===== src/tap_consts.vh =====
`ifndef TAP_CONSTS_VH
`define TAP_CONSTS_VH
// Instruction register width and codes.
`define IR_W 3
`define IR_EXTEST 3'h0
`define IR_IDENT 3'h1
`define IR_SAMPLE 3'h2
`define IR_CLAMP 3'h3
`define IR_HIGHZ 3'h4
`define IR_BYPASS 3'h7
// Fixed capture pattern, low two bits 01.
`define IR_CAPTURE 3'h1
// Identification register layout.
`define ID_W 32
`define ID_REQ_BIT 1'b1
// Arbitrary neutral identity values.
`define ID_MFR 11'h155
`define ID_PART 16'h1234
`define ID_VER 4'h1
// Boundary-scan pin count; the register holds two cells per pin.
`define BSR_W 8
// Controller state count (one-hot).
`define NST 16
`endif


===== src/tap_bsr_cell.v =====
`timescale 1ns/1ps
`default_nettype none
`include "tap_consts.vh"
// One boundary-scan cell: shift stage plus latched parallel output.
module tap_bsr_cell (
  // Clock and reset.
  input wire ref_clk_in,
  input wire rst_n_in,
  // Control strobes.
  input wire capture_in,
  input wire shift_in,
  input wire update_in,
  // Data.
  input wire pin_in,
  input wire scan_in,
  output wire shift_out,
  output wire latch_out
);
  reg shift_q; // Shift stage, part of the serial chain.
  reg latch_q; // Parallel stage, the value the pads may see.
  assign shift_out = shift_q;
  assign latch_out = latch_q;
  // Shift stage captures the pin or takes the neighbour's bit.
  always @(posedge ref_clk_in or negedge rst_n_in) begin
    if (!rst_n_in) begin
      shift_q <= 1'b0;
    end else if (capture_in) begin
      shift_q <= pin_in;
    end else if (shift_in) begin
      shift_q <= scan_in;
    end
  end
  // Parallel stage only moves at update so shifting never disturbs it.
  always @(posedge ref_clk_in or negedge rst_n_in) begin
    if (!rst_n_in) begin
      latch_q <= 1'b0;
    end else if (update_in) begin
      latch_q <= shift_q;
    end
  end
endmodule
`default_nettype wire


===== src/boundary_scan_test_port.v =====
`timescale 1ns/1ps
`default_nettype none
`include "tap_consts.vh"
// Notes on behaviour
// - Controller steps on test clock rise by mode
// - Three-bit instruction shift and parallel stages
// - Shift-IR moves instruction bits toward output
// - Exit state with mode high enters update
// - Falling edge in update state loads instruction
// - Code 010 samples and loads boundary scan
// - Code 111 uses one-bit bypass path
// - Code 000 drives pins from boundary scan
// - Code 011 clamps outputs, bypass in path
// - Code 100 floats outputs, bypass in path
// - Code 001 captures and shifts identification
// - Test-logic-reset forces identification instruction
// - Identification layout: one, maker, part, version
// - Identification has shift and parallel stages
// - Boundary cell per control and I/O
// - Instruction capture loads low bits 01
// - Test reset clears logic asynchronously
module boundary_scan_test_port (
  // System clock and reset.
  input wire ref_clk_in,
  input wire resetn_in,
  // Tester pins.
  input wire test_clock_in,
  input wire test_mode_select_in,
  input wire test_serial_in,
  input wire test_reset_n,
  output reg test_serial_out,
  output reg test_serial_oe_out,
  // Core pins seen by the boundary cells.
  input wire [`BSR_W-1:0] core_out_in,
  input wire [`BSR_W-1:0] core_oe_in,
  input wire [`BSR_W-1:0] pad_in,
  output reg [`BSR_W-1:0] pad_out,
  output reg [`BSR_W-1:0] pad_oe_out,
  // Current instruction, for observation.
  output reg [`IR_W-1:0] instr_out
);
  // ----------------------------------------------------------------
  // Controller states, one-hot.
  // ----------------------------------------------------------------
  localparam [15:0] S_TLR = 16'h0001;
  localparam [15:0] S_RTI = 16'h0002;
  localparam [15:0] S_SDR = 16'h0004;
  localparam [15:0] S_CDR = 16'h0008;
  localparam [15:0] S_SHDR = 16'h0010;
  localparam [15:0] S_E1DR = 16'h0020;
  localparam [15:0] S_PDR = 16'h0040;
  localparam [15:0] S_E2DR = 16'h0080;
  localparam [15:0] S_UDR = 16'h0100;
  localparam [15:0] S_SIR = 16'h0200;
  localparam [15:0] S_CIR = 16'h0400;
  localparam [15:0] S_SHIR = 16'h0800;
  localparam [15:0] S_E1IR = 16'h1000;
  localparam [15:0] S_PIR = 16'h2000;
  localparam [15:0] S_E2IR = 16'h4000;
  localparam [15:0] S_UIR = 16'h8000;
  localparam [`ID_W-1:0] ID_VALUE = {`ID_VER, `ID_PART, `ID_MFR,
    `ID_REQ_BIT};

  // ----------------------------------------------------------------
  // Pin synchronisers.
  // ----------------------------------------------------------------
  // Either reset pin clears the test logic at once, with no clock edge
  // needed. Release is retimed through two flops so that no register
  // leaves reset on a different system edge from its neighbours.
  wire rst_raw_n;
  assign rst_raw_n = resetn_in & test_reset_n;
  reg rst_s1_q; // First reset stage; read only by the second.
  reg rst_s2_q; // Second reset stage, drives every clear below.
  always @(posedge ref_clk_in or negedge rst_raw_n) begin
    if (!rst_raw_n) begin
      rst_s1_q <= 1'b0;
      rst_s2_q <= 1'b0;
    end else begin
      rst_s1_q <= 1'b1;
      rst_s2_q <= rst_s1_q;
    end
  end
  wire rst_n;
  assign rst_n = rst_s2_q;
  reg [2:0] sync1_q; // First stage; read only by second stage.
  reg [2:0] sync2_q; // Second stage, safe to use.
  reg tck_d1_q; // Previous synchronised clock level.
  // The tester's clock is only sampled here, so each of its levels must
  // last several system cycles or an edge is lost.
  always @(posedge ref_clk_in or negedge rst_n) begin
    if (!rst_n) begin
      sync1_q <= 3'h0;
      sync2_q <= 3'h0;
      tck_d1_q <= 1'b0;
    end else begin
      sync1_q <= {test_clock_in, test_mode_select_in, test_serial_in};
      sync2_q <= sync1_q;
      tck_d1_q <= sync2_q[2];
    end
  end
  wire tck_s = sync2_q[2];
  wire tms_s = sync2_q[1];
  wire tdi_s = sync2_q[0];
  // Pads are sampled twice before the boundary cells may capture them.
  reg [`BSR_W-1:0] pad_s1_q; // First pad stage; read only by the second.
  reg [`BSR_W-1:0] pad_s2_q; // Second pad stage, read by the cells.
  always @(posedge ref_clk_in or negedge rst_n) begin
    if (!rst_n) begin
      pad_s1_q <= {`BSR_W{1'b0}};
      pad_s2_q <= {`BSR_W{1'b0}};
    end else begin
      pad_s1_q <= pad_in;
      pad_s2_q <= pad_s1_q;
    end
  end
  wire rise = tck_s & ~tck_d1_q; // Rising test clock edge.
  wire fall = ~tck_s & tck_d1_q; // Falling test clock edge.

  // ----------------------------------------------------------------
  // Controller.
  // ----------------------------------------------------------------
  reg [15:0] st_q;
  reg [15:0] st_d;
  // Next state for the mode level sampled at the rising edge.
  always @* begin
    case (st_q)
      S_TLR: st_d = tms_s ? S_TLR : S_RTI;
      S_RTI: st_d = tms_s ? S_SDR : S_RTI;
      S_SDR: st_d = tms_s ? S_SIR : S_CDR;
      S_CDR: st_d = tms_s ? S_E1DR : S_SHDR;
      S_SHDR: st_d = tms_s ? S_E1DR : S_SHDR;
      S_E1DR: st_d = tms_s ? S_UDR : S_PDR;
      S_PDR: st_d = tms_s ? S_E2DR : S_PDR;
      S_E2DR: st_d = tms_s ? S_UDR : S_SHDR;
      S_UDR: st_d = tms_s ? S_SDR : S_RTI;
      S_SIR: st_d = tms_s ? S_TLR : S_CIR;
      S_CIR: st_d = tms_s ? S_E1IR : S_SHIR;
      S_SHIR: st_d = tms_s ? S_E1IR : S_SHIR;
      S_E1IR: st_d = tms_s ? S_UIR : S_PIR;
      S_PIR: st_d = tms_s ? S_E2IR : S_PIR;
      S_E2IR: st_d = tms_s ? S_UIR : S_SHIR;
      S_UIR: st_d = tms_s ? S_SDR : S_RTI;
      default: st_d = S_TLR;
    endcase
  end
  always @(posedge ref_clk_in or negedge rst_n) begin
    if (!rst_n) begin
      st_q <= S_TLR;
    end else if (rise) begin
      st_q <= st_d;
    end
  end

  // ----------------------------------------------------------------
  // Instruction register.
  // ----------------------------------------------------------------
  reg [`IR_W-1:0] ir_sh_q; // Shift stage.
  reg [`IR_W-1:0] ir_q; // Current instruction.
  always @(posedge ref_clk_in or negedge rst_n) begin
    if (!rst_n) begin
      ir_sh_q <= `IR_CAPTURE;
      ir_q <= `IR_IDENT;
    end else begin
      if (rise && st_q == S_CIR) begin
        ir_sh_q <= `IR_CAPTURE;
      end else if (rise && st_q == S_SHIR) begin
        ir_sh_q <= {tdi_s, ir_sh_q[`IR_W-1:1]};
      end
      if (st_q == S_TLR) begin
        ir_q <= `IR_IDENT;
      end else if (fall && st_q == S_UIR) begin
        ir_q <= ir_sh_q;
      end
    end
  end

  // ----------------------------------------------------------------
  // Decode.
  // ----------------------------------------------------------------
  // boundary scan selection
  wire sel_bsr = (ir_q == `IR_SAMPLE) | (ir_q == `IR_EXTEST);
  wire sel_id = (ir_q == `IR_IDENT);
  wire sel_byp = ~sel_bsr & ~sel_id;
  // Pads are taken from the boundary latches for these two codes.
  wire drive_bsr = (ir_q == `IR_EXTEST) | (ir_q == `IR_CLAMP);
  // Every pad enable is dropped for this code.
  wire float_all = (ir_q == `IR_HIGHZ);
  // Data strobes, each one system cycle long at a test clock edge.
  wire cap_dr = rise & (st_q == S_CDR);
  wire sh_dr = rise & (st_q == S_SHDR);
  // Update uses the falling edge so the latches never see a half shift.
  wire upd_dr = fall & (st_q == S_UDR);

  // ----------------------------------------------------------------
  // Bypass and identification registers.
  // ----------------------------------------------------------------
  reg byp_q;
  reg [`ID_W-1:0] id_sh_q;
  reg [`ID_W-1:0] id_par_q;
  always @(posedge ref_clk_in or negedge rst_n) begin
    if (!rst_n) begin
      byp_q <= 1'b0;
      id_sh_q <= {`ID_W{1'b0}};
      id_par_q <= {`ID_W{1'b0}};
    end else begin
      // Bypass captures zero, then passes the input bit.
      if (sel_byp && cap_dr) begin
        byp_q <= 1'b0;
      end else if (sel_byp && sh_dr) begin
        byp_q <= tdi_s;
      end
      if (sel_id && cap_dr) begin
        id_sh_q <= ID_VALUE;
      end else if (sel_id && sh_dr) begin
        id_sh_q <= {tdi_s, id_sh_q[`ID_W-1:1]};
      end
      if (sel_id && upd_dr) begin
        id_par_q <= id_sh_q;
      end
    end
  end

  // ----------------------------------------------------------------
  // Boundary-scan chain, bit 0 nearest the output.
  // ----------------------------------------------------------------
  wire [2*`BSR_W-1:0] bsr_sh;
  wire [2*`BSR_W-1:0] bsr_par;
  wire [2*`BSR_W-1:0] bsr_pin;
  assign bsr_pin = {core_oe_in, sel_bsr && ir_q == `IR_EXTEST ?
    pad_s2_q : core_out_in};
  genvar i;
  generate
    for (i = 0; i < 2*`BSR_W; i = i + 1) begin : g_cell
      tap_bsr_cell u_cell (
        .ref_clk_in(ref_clk_in),
        .rst_n_in(rst_n),
        .capture_in(sel_bsr & cap_dr),
        .shift_in(sel_bsr & sh_dr),
        .update_in(sel_bsr & upd_dr),
        .pin_in(bsr_pin[i]),
        .scan_in(i == 2*`BSR_W-1 ? tdi_s : bsr_sh[(i+1)%(2*`BSR_W)]),
        .shift_out(bsr_sh[i]),
        .latch_out(bsr_par[i])
      );
    end
  endgenerate

  // ----------------------------------------------------------------
  // Registered outputs.
  // ----------------------------------------------------------------
  always @(posedge ref_clk_in or negedge rst_n) begin
    if (!rst_n) begin
      test_serial_out <= 1'b0;
      test_serial_oe_out <= 1'b0;
      pad_out <= {`BSR_W{1'b0}};
      pad_oe_out <= {`BSR_W{1'b0}};
      instr_out <= `IR_IDENT;
    end else begin
      instr_out <= ir_q;
      // Output changes on falling edge, driven only while shifting.
      if (fall) begin
        test_serial_oe_out <= (st_q == S_SHIR) | (st_q == S_SHDR);
        if (st_q == S_SHIR) begin
          test_serial_out <= ir_sh_q[0];
        end else if (sel_id) begin
          test_serial_out <= id_sh_q[0];
        end else if (sel_bsr) begin
          test_serial_out <= bsr_sh[0];
        end else begin
          test_serial_out <= byp_q;
        end
      end
      // Pads follow the core unless a test instruction owns them; the
      // extra cycle of lag is the cost of registered pad outputs.
      // float all outputs
      if (float_all) begin
        pad_out <= {`BSR_W{1'b0}};
        pad_oe_out <= {`BSR_W{1'b0}};
      end else if (drive_bsr) begin
        pad_out <= bsr_par[`BSR_W-1:0];
        pad_oe_out <= bsr_par[2*`BSR_W-1:`BSR_W];
      end else begin
        pad_out <= core_out_in;
        pad_oe_out <= core_oe_in;
      end
    end
  end
endmodule
`default_nettype wire


===== config.mk =====
export PLATFORM = sky130hd
export DESIGN_NAME = boundary_scan_test_port
export DESIGN_NICKNAME = d
export VERILOG_FILES = /design/src/tap_bsr_cell.v /design/src/boundary_scan_test_port.v
export VERILOG_INCLUDE_DIRS = /design/src
export SDC_FILE = /design/constraint.sdc
export NUM_CORES = 1
export LEC_CHECK = 0
export CELL_PAD_IN_SITES_DETAIL_PLACEMENT = 0
export CELL_PAD_IN_SITES_GLOBAL_PLACEMENT = 1
export CORE_ASPECT_RATIO = 0.75
export CORE_UTILIZATION = 46
export CTS_CLUSTER_SIZE = 24
export DETAILED_ROUTE_END_ITERATION = 6
export DONT_BUFFER_PORTS = 1
export GPL_ROUTABILITY_DRIVEN = 0
export PLACE_DENSITY_LB_ADDON = 0.1
export RECOVER_POWER = 100
export SETUP_SLACK_MARGIN = 0.02
export SYNTH_ARGS = -nofsm -noshare
export SYNTH_HDL_FRONTEND = slang
export SYNTH_HIERARCHICAL = 1
export SYNTH_SLANG_ARGS = --single-unit

===== constraint.sdc =====
create_clock -name ref_clk_in -period 3.8 [get_ports ref_clk_in]
set_input_delay 1.14 -clock ref_clk_in [delete_from_list [all_inputs] [get_ports ref_clk_in]]
set_output_delay 1.14 -clock ref_clk_in [all_outputs]
set_load 0.01 [all_outputs]

======== Yosys cells after proc, flatten, opt, wreduce, memory -nomap -nowiden ========
Index checks and enable logic that the tools add are counted.
cells by class
  reduce and logical (&&, ||, !) cells .... 17
  divide/modulo/power cells ............... 0
  shifts and indexed selects .............. 0
  multiply operators ...................... 0
  multiplexer cells ....................... 61
  add/sub/neg operators ................... 0
  equal/unequal tests ..................... 20
  $lt $le $gt $ge ......................... 0
  bitwise logic cells ..................... 17
operator list
  cell                    number
  $pmux W16 S12           1
  $mux W32                2
  $mux W8                 6
  $mux W1                 37
  $mux W16                2
  $mux W9                 2
  $eq A16 B1 Y1 const B   1
  $eq A16 B10 Y1 const B  1
  $eq A16 B11 Y1 const B  1
  $eq A16 B12 Y1 const B  1
  $eq A16 B13 Y1 const B  1
  $eq A16 B14 Y1 const B  1
  $eq A16 B15 Y1 const B  1
  $eq A16 B16 Y1 const B  1
  $eq A16 B2 Y1 const B   1
  $eq A16 B3 Y1 const B   1
  $eq A16 B4 Y1 const B   1
  $eq A16 B5 Y1 const B   1
  $eq A16 B6 Y1 const B   1
  $eq A16 B7 Y1 const B   1
  $eq A16 B8 Y1 const B   1
  $eq A16 B9 Y1 const B   1
  $mux W15                1
  $mux W3                 5
  16 further kinds        43
storage, ports and cells
  flip-flop bits (word level) ............. 133
  word-level logic and storage cells ...... 164
  memories kept ........................... 0
  bits in latches ......................... 0
  RAM bits ................................ 0
  input port bits ......................... 30
  output and inout port bits .............. 21
  memory bits (read-only) ................. 0

======== Longest topological paths before layout ========
Gate-level depths: netlist of the first run.
  word-level depth ........................ 7
  depth in mapped cells ................... 7
  mapped depth without buffers ............ 6

======== By module ========
The synthesis of the first run kept the hierarchy.
modules (own cells, without submodules)
  module                   cells an instance  times used  sequential area each (µm²)  area an instance (µm²)
  boundary_scan_test_port  411                1           2532.4                      4523.1
  tap_bsr_cell             6                  16          50.0                        83.8

======== Worst setup path after synthesis of the first run ========
OpenSTA, ideal clock, no wires.
  kind .................................... reg-to-reg
  start point ............................. register st_q[3]
  end point ............................... register g_cell[0].u_cell.latch_q
  stages on the path, launching flop included .. 6
  clock period less this slack ............ 4575 ps
  path buffers ............................ 1
  data required time ...................... 3724 ps
  path slack .............................. -775 ps
  data arrival time ....................... 4499 ps
  setup time .............................. 76 ps
  cells stage by stage .................... dfrtp_1 -> clkbuf_1 -> nor4_1 -> nand4_1 -> nor4b_1 -> mux2_4
on the way
  word-level cells in the longest chain between the ends .. 3
ends and longest elaborated chain
  item                    line                           RTL
  start, declared         boundary_scan_test_port.v:122  reg [15:0] st_q;
  start signal, assigned  boundary_scan_test_port.v:150  st_q <= st_d;
  $eq A16 B9 Y1           boundary_scan_test_port.v:192  wire upd_dr = fall & (st_q == S_UDR);
  $and A1 B1 Y1           boundary_scan_test_port.v:192
  $and A1 B1 Y1           boundary_scan_test_port.v:239  .update_in(sel_bsr & upd_dr),
  end signal, assigned    tap_bsr_cell.v:38              latch_q <= shift_q;
  end, declared           tap_bsr_cell.v:20              reg latch_q;
Every way passes these cells.
A chain may end at the register's enable or synchronous reset.

======== Worst setup path after layout of the first run ========
  start point ............................. register st_q[12]
  end point ............................... register id_sh_q[1]
on the way
  word-level cells in the longest chain between the ends .. 4
  elaborated cells on any way between the ends .. 8
  classes of those cells .................. eq/ne (2); mux (1); bitwise (2); reduce/logical (3)
ends and longest elaborated chain
  item                                            line                                                          RTL
  $eq A16 B4 Y1 or $eq A16 B5 Y1 (tied branches)  boundary_scan_test_port.v:189, boundary_scan_test_port.v:190
  $and A1 B1 Y1 (on tied branches)                boundary_scan_test_port.v:189, boundary_scan_test_port.v:190
  $logic_and A1 B1 Y1 (on tied branches)          boundary_scan_test_port.v:212, boundary_scan_test_port.v:214
  $mux W32 or $reduce_bool A2 Y1 (tied branches)  n/a
  end signal, assigned                            boundary_scan_test_port.v:203                                 id_sh_q <= {`ID_W{1'b0}};
  end signal, assigned                            boundary_scan_test_port.v:215                                 id_sh_q <= {tdi_s, id_sh_q[`ID_W-1:1]};
  end, declared                                   boundary_scan_test_port.v:198                                 reg [`ID_W-1:0] id_sh_q;
Several ways; a longest one is shown, not always the timed one.

==> results, run 1 <==
- During synthesis, Yosys emitted a total of 6 warnings.
- Once the floorplan was initialized, standard cells occupied 47.5% of the core.
- The ratio of final minimum period to clock period is 80.6%.
- In the routed layout, each cell is associated on average with a via count of 5.71.
- The overall routing resource usage is between 20% and 30%.
- The insertion delay to the later sink of the worst-skew pair is about 420 ps.
- The share of the Yosys chip area taken by registers is 56.8%.
- The hold buffer count at CTS is 0.
- The count of different cell masters after synthesis is 54.
- The signed area change from the synthesized netlist to the final layout is 12.1%.
- Entering global routing, the biggest net connects between 70 and 80 pins.
- In the final layout, the share of cells above drive strength 1 is 11.6%.
- Setup repair after global routing left no endpoint under its margin.
- The number of buffers created by CTS is 17.
- The cell area after placement is ~6000 um^2.
- Row generation in the floorplan step produced 35 rows.
- In this run the tightest slew margin relative to its limit is -24.4%.
- The number of global-route vias before repair is 3804.
- The max-capacitance violation count is 1.
- The transition time of the tightest slew-check pin is 1870 ps.
- The number of storage elements in the synthesis netlist is 133.
- The total routed wirelength is roughly 12 mm.
- The setup slack after layout is about 740 ps.
- The total via count in the routed design is 3903.
- Clock-pin slew was measured on the worst setup and hold paths at 60 ps.
- The TritonCTS clock tree is built.
- The sum of negative setup slack is 0 ps.
- Of the total power, the share spent switching nets is 25.4%.
- The launching element type of the critical path is a register.
- After the first detailed-routing iteration, the DRC count stood at 219.
- The share of total power dissipated in combinational logic is under 10%.
- In this run the register-to-register setup slack is 740 ps.
- The clock root buffer is clkbuf_16.
- The mean routed wirelength per cell is about 18 um.
- After floorplanning, the core was sized to cover 12300 um^2.
- The total overflow left after global routing is 0.
- Synthesis produced a netlist whose cell count is 507.
- The cell with the largest stage delay on the worst path is nor4_1.
- Counting every sink on the clock net gives between 100 and 150.
- At the worst endpoint, the arrival time is between 3000 and 4000 ps.
- The power density over cell area is 531 nW/um^2.
- The synthesized design contains 0 enable-type register cells.
- The synthesized area per cell is 11.6 um^2.
- IR analysis of the VDD net gives a maximum drop of 0.000289 V.
- The run finished, with violations left.
- The end point of the critical path is id_sh_q[1].
- The initial antenna violation count is 0.
- For this run, the post-layout net count is roughly 540.
- The number of instances resized during post-cts repair is 0.
- The delay of the slowest cell on the worst path is about 740 ps.
- Based on the critical path, the design can be clocked at up to 326 MHz.
- Walking the worst path, the cells encountered are or4_1 -> nor4_1 -> nand4b_2 -> nor4_1 -> clkbuf_1 -> o22a_1.
- The number of levels in the clock H-tree is 4.
- The count of final hold-check violations is 0.
- In this run the deepest clock path goes through 2 buffers.
- The most used cell along the critical path is nor4_1.
- The number of cell instances on the worst register-to-register path is 6.
- After synthesis the cells add up to just under 6000 um^2.
- The first detailed-routing pass ran for 4 iterations.
- The repair_antennas step left the layout with diodes totalling 0.
- The data required time at the worst endpoint is 4150 ps.
- The net count after synthesis is 537.
- Setup violations remaining at the end of the flow were counted as 0.
- The launch point of the worst hold path is pad_s1_q[3].
- The class of the worst hold path is reg2reg.
- Summed over all nets, the half-perimeter wirelength after detailed placement is around 8 mm.
- Sequential cells burn 45.0% of the power.
- During placement, the flow inserted port buffers numbering 0.
- The switching component of the power is 0.885 mW.
- Cell internal power was estimated by the tool at 2.60 mW.
- The clock network accounts for a little under half of the total power.
- For this design the static power due to leakage is 2.68 nW.
- The total power draw is 3.49 mW.
- In this run the post-CTS setup repair buffer count came out at 0.
- The first global-routing pass estimated 20.7 mm of wire.
- On the final layout, the worst hold slack is 347 ps.
- The type of the worst setup path is reg2reg.
- The chip width is between 100 and 150 um.
- 51 I/O pins were placed.
- The finished cells cover 6570 um^2.
- The total die area is 13200 um^2.
- The number of fillers in the final layout is 1103.
- The largest driver fanout on the critical path is 12.
- The worst setup path is captured at a register.
- The clock period minus final worst setup slack is 3060 ps.
- The worst reg2reg path endpoint is id_sh_q[1].
- The beginning of the worst register-to-register path is st_q[12].
- The count of antenna-violating nets left after detailed routing is 0.
- The critical path starts at st_q[12].
- The DRC violations left is 0.
- The setup slack at placement is 1130 ps.
- The final reports fail on capacitance limit, slew limit.
- Between clock sinks in the finished design, the worst skew comes to between 10 and 15 ps.
- The primary flip-flop cell chosen by synthesis mapping is dfrtp_1.
- For this run, asynchronously set or reset flops after synthesis account for 100%.
- The die is 99.8 um tall.
- The final count of pins violating max slew is 42.
power by group through the flow:
stage	Combinational, mW	Clock, mW	Sequential, mW
6_report	0.258	1.66	1.57
5_1_grt	0.283	1.76	1.58
4_1_cts	0.270	1.70	1.58
3_5_place_dp	0.268	0	1.60
3_3_place_gp	0.264	0	1.60
2_1_floorplan	0.196	0	1.58
Yosys cell counts (3+ instances only):
master    number  area share, %
a211oi_1      16            2.0
a21oi_1        5           0.43
a22o_1        22            3.3
a31oi_1       21            2.2
buf_1          4           0.26
buf_2          3           0.26
buf_6          3           0.58
clkbuf_1      24            1.5
dfrtp_1      129             55
dfstp_2        4            1.8
inv_1          8           0.51
mux2_2         8            1.5
mux2_4        16            4.1
mux2i_1       17            2.9
nand2_1       55            3.5
nand2b_1       3           0.32
nand3_1        5           0.43
nand3b_1      16            2.0
nand4_1        7           0.75
nand4b_1       4           0.60
nor2_1        17            1.1
nor3_1         6           0.51
nor3b_1       17            2.2
nor4_1         8           0.85
nor4b_1        6           0.90
o21ai_0       13            1.1
o21ai_1       16            1.4
o22a_1        12            1.8
o31ai_1        5           0.64
xor2_1         5           0.75
sequential cells by signal (all words and copies together), names as in the netlist:
name and flops:
pad_s2_q 8, sync1_q 3, id_sh_q 32, pad_s1_q 8, g_cell.u_cell/shift_out 16, instr_out 3, st_q 16, g_cell.u_cell/latch_out 16
test_serial_oe_out 1, tck_d1_q 1, ir_sh_q 3, byp_q 1, ir_q 3, sync2_q 3, rst_s1_q 1, pad_oe_out 8
rst_n 1, test_serial_out 1, pad_out 8
worst min path at each step:
| stage | endpoint | cells after the start |
|---|---|---|
| finish | pad_s2_q[3] | 0 |
| global route | pad_s2_q[6] | 0 |
| CTS | pad_s2_q[6] | 0 |
| detailed placement | pad_s2_q[3] | 0 |
| global placement | pad_s2_q[3] | 0 |
| floorplan | rst_n | 0 |
cell usage in the layout, fill, tap and decap left out, types with 6 or more instances in the layout:
cell	instances
buf_4	9
nor4_1	6
nor3_1	6
dfrtp_1	128
o21ai_0	28
nor2_1	17
a31oi_1	21
o22a_1	12
mux2_2	8
nor3b_1	17
clkbuf_16	17
mux2i_1	17
nand3b_1	16
inv_1	8
nand4_1	7
a22o_1	22
a211oi_1	16
mux2_1	14
nor4b_1	6
inv_6	6
nand2_1	55
area by class of cell:
class,instances,area (um^2),area share [%]
Sequential cell,133,3340,50.8
Multi-Input combinational cell,331,2310,35.1
Clock buffer,18,439,6.68
Tap cell,166,208,3.16
Clock inverter,14,164,2.49
Timing Repair Buffer,14,87.6,1.33
Inverter,8,30.0,0.457
per-layer routing:
layer | wire [um] | part of all wire [%] | GRT usage (%)
met1 | 6380 | 51 | 30.5
met2 | 5370 | 43 | 28.8
met3 | 639 | 5.1 | 4.65
met4 | 66 | 0.53 | 8.58
met5 | 0 | 0 | 0
worst max-delay path: cells and delay by family (launching register included):
family / cells / cell delay, ps
AND/OR/NAND/NOR: 4 / 1820
flip-flops: 1 / 450
buffers and inverters: 1 / 500
AO/OA/AOI/OAI: 1 / 220
cell families after synthesis:
family	after synthesis	synth area share (%)
mux	41	8.53
flops	133	56.8
compound gates	125	15.0
buf+inv	43	3.22
xor+xnor	7	1.05
simple gates	157	15.3
other cells	1	0.0639
through the flow:
stage / utilization [%] / cells
2_1_floorplan: - / 507
3_3_place_gp: 49.3 / 652
3_5_place_dp: 49.3 / 652
4_1_cts: 54.2 / 684
5_1_grt: 53.2 / 684
6_report: 53.2 / 684
No activity file was read; power rests on OpenSTA's default activity.
==> run 2, diff against run 1 <==
--- a/config.mk
+++ b/config.mk
@@ -9,7 +9,7 @@
 export CELL_PAD_IN_SITES_DETAIL_PLACEMENT = 0
 export CELL_PAD_IN_SITES_GLOBAL_PLACEMENT = 1
 export CORE_ASPECT_RATIO = 0.75
-export CORE_UTILIZATION = 46
+export CORE_UTILIZATION = 51
 export CTS_CLUSTER_SIZE = 24
 export DETAILED_ROUTE_END_ITERATION = 6
 export DONT_BUFFER_PORTS = 1
==> constraint.sdc (replaced) <==
create_clock -name ref_clk_in -period 2.9 [get_ports ref_clk_in]
set_input_delay 0.87 -clock ref_clk_in [delete_from_list [all_inputs] [get_ports ref_clk_in]]
set_output_delay 0.87 -clock ref_clk_in [all_outputs]
set_load 0.01 [all_outputs]
==> results, run 2 (synthesized netlist as in run 1, its figures left out) <==
- The flow ran to the end, and the final reports show no timing, DRC or antenna violations.
- The worst register-to-register path begins at st_q[12].
- Fill cells in the final layout number 883.
- The final layout contains routed wiring with a total length of between 10 and 15 mm.
- After clock tree synthesis, the setup repair step added 0 buffers.
- The clock passes through at most 2 buffers.
- The clock root buffer is clkbuf_16.
- The count of buffers from port buffering is 0.
- At the worst endpoint, the arrival time is about 3000 ps.
- The total die area is 11900 um^2.
- The detail route stage leaves a number of antenna-violating nets equal to 0.
- The number of iterations in the first detailed-routing pass is 5.
- The count of final hold-check violations is 0.
- After layout, the worst path uses 90.5% of the clock period.
- The number of instances resized during post-cts repair is 0.
- The clock period minus final worst setup slack is 2620 ps.
- Data on the critical path is required at its endpoint by between 3000 and 4000 ps.
- The total grt overflow is 0.
- For the final database, setup skew stands at between 7 and 8 ps.
- Grouping stages by cell kind, the critical path spends the most delay in simple AND/OR/NAND/NOR gates.
- STA classifies the critical path endpoint as a register.
- Of the cells placed in the final design, the portion with a size suffix greater than 1 is about an eighth.
- The largest register by flop count is id_sh_q.
- The power density over cell area is 700 nW/um^2.
- The maximum clock frequency is 381 MHz.
- In this run, the number of DRC markers left after iteration 0 of detailed routing was roughly 240.
- The final count of pins violating max slew was 0.
- met1 is the most crowded layer.
- The tree built by TritonCTS fans out to 133 sinks.
- The hold buffer count at CTS is 0.
- At the pin with the least slew margin, the transition time is 982 ps.
- In the final layout, flip-flops and latches occupy 3330 um^2.
- The initialized floorplan defines 33 standard-cell rows.
- Leaving out fill and tap cells, the most frequent cell in the layout is dfrtp_1.
- STA classifies the critical path startpoint as a register.
- The delay of the slowest cell on the worst path is 630 ps.
- The pin count of the biggest net entering global routing is 108.
- The signed area change from the synthesized netlist to the final layout is 14.0%.
- The leakage power total is 2.76 nW.
- The insertion delay to the later sink of the worst-skew pair is roughly 410 ps.
- In the layout the commonest cells are 129 x dfrtp_1, 55 x nand2_1, 27 x o21ai_0, 22 x a22o_1, 21 x a31oi_1.
- Global routing consumed, on the met3 layer, 5.55% of the routing resources.
- The count of final setup violators is 0.
- The detailed router placed 3963 vias in this run.
- The footprint of the multi-input gates is ~2300 um^2.
- Across the run, the number of max-cap violations was 0.
- Walking the worst path, the cells encountered are or4_1 -> nor4_4 -> nand4b_2 -> or4_4 -> a22o_1.
- In the final design database the tool counted 545 nets.
- CTS built an H-tree with a depth of 4.
- The total core area is 11100 um^2.
- The worst pin sits at a relative slew slack of 34.5%.
- The number of cell instances on the worst register-to-register path is 5.
- The register with the most flip-flops in the layout has 32 of them.
- TritonCTS built the clock tree.
- The number of buffers created by CTS is 17.
- The largest driver fanout on the critical path is 20.
- The first global-routing pass estimated 19.7 mm of wire.
- The class of the worst hold path is in2async.
- The number of buffer and inverter instances along the worst setup path is 0.
- The half-perimeter wire length after placement is approximately 8 mm.
- The global-route met2 utilization is about 30%.
- Measured along the y axis, the die boundary spans 94.9 um.
- The chip width is 126 um.
- After detailed routing, the number of vias per cell comes to a little under 6.
- The worst-case IR drop observed on VDD is 0.000476 V.
- In the final routed layout, each cell accounts on average for 18.2 um.
- The DRC violations left is 0.
- The worst reg2reg path endpoint is id_sh_q[27].
- The number of global-route vias before repair is around 3800.
- Once placement completed, the tool counted placed cells totaling 636.
- 51 I/O pins were placed.
- The initial cell density of the core is 53.0%.
- The number of antenna cells inserted is 0.
- Summed over all failing endpoints, the final setup total negative slack is 0 ps.
- Setup repair after global routing left no endpoint under its margin.
- The cell with the largest stage delay on the worst path is or4_1.
- For this run, the total global-route usage over all layers was measured as a little over a fifth.
- The type of the worst setup path is reg2reg.
- The met1 track utilization from global routing is 32.4%.
- The initial antenna violation count was 0.
- The setup slack on the worst flop-to-flop path is 280 ps.
- The filler-free cell count of the finished design is 667.
- The clock-pin slew reported for the worst setup and hold paths after clock tree synthesis is approximately 60 ps.
-- run 2: how the worst max path moves through the flow --
stage,endpoint,depth (start not counted),start
after floorplan,g_cell[0].u_cell/latch_out,5,st_q[3]
after global placement,id_sh_q[4],5,st_q[12]
after detailed placement,id_sh_q[30],5,st_q[12]
after CTS,id_sh_q[7],5,st_q[9]
after global routing,id_sh_q[3],5,st_q[12]
final,id_sh_q[27],5,st_q[12]
-- run 2: per-layer routing --
layer | vias to the layer above | share of wire (%)
met5 | - | 0
li1 | 1895 | -
met2 | 97 | 43
met1 | 1956 | 51
met3 | 15 | 5.1
met4 | 0 | 1.3
-- run 2: where the power goes --
| part | switching (mW) | internal (mW) |
|---|---|---|
| Clock | 0.824 | 1.44 |
| Sequential | 0.0911 | 1.96 |
| Combinational | 0.204 | 0.158 |
| Total | 1.12 | 3.56 |
-- run 2: final cells by class --
| cell class | count | area share [%] |
|---|---|---|
| Inverter | 8 | 0.449 |
| Multi-Input combinational cell | 331 | 34.9 |
| Tap cell | 140 | 2.62 |
| Sequential cell | 133 | 49.9 |
| Clock inverter | 14 | 3.01 |
| Clock buffer | 17 | 6.36 |
| Timing Repair Buffer | 24 | 2.77 |
-- run 2: worst register-to-register path: stages (launching register included) --
cell,delay [ps]
dfrtp_1,460
or4_1,630
nor4_4,350
nand4b_2,180
or4_4,580
a22o_1,290
-- run 2: through the flow --
stage | util (%) | hold WS, ps | worst slack [ps] | power [mW] | instance area [um^2]
after floorplan | - | 331 | 62.4 | 2.33 | 5910
after global placement | 55.6 | 228 | 393 | 2.44 | 6150
after detailed placement | 55.6 | 236 | 342 | 2.45 | 6150
after CTS | 61.3 | 241 | 311 | 4.73 | 6780
after global routing | 60.4 | 262 | 97.9 | 4.85 | 6680
final | 60.4 | 264 | 276 | 4.68 | 6680
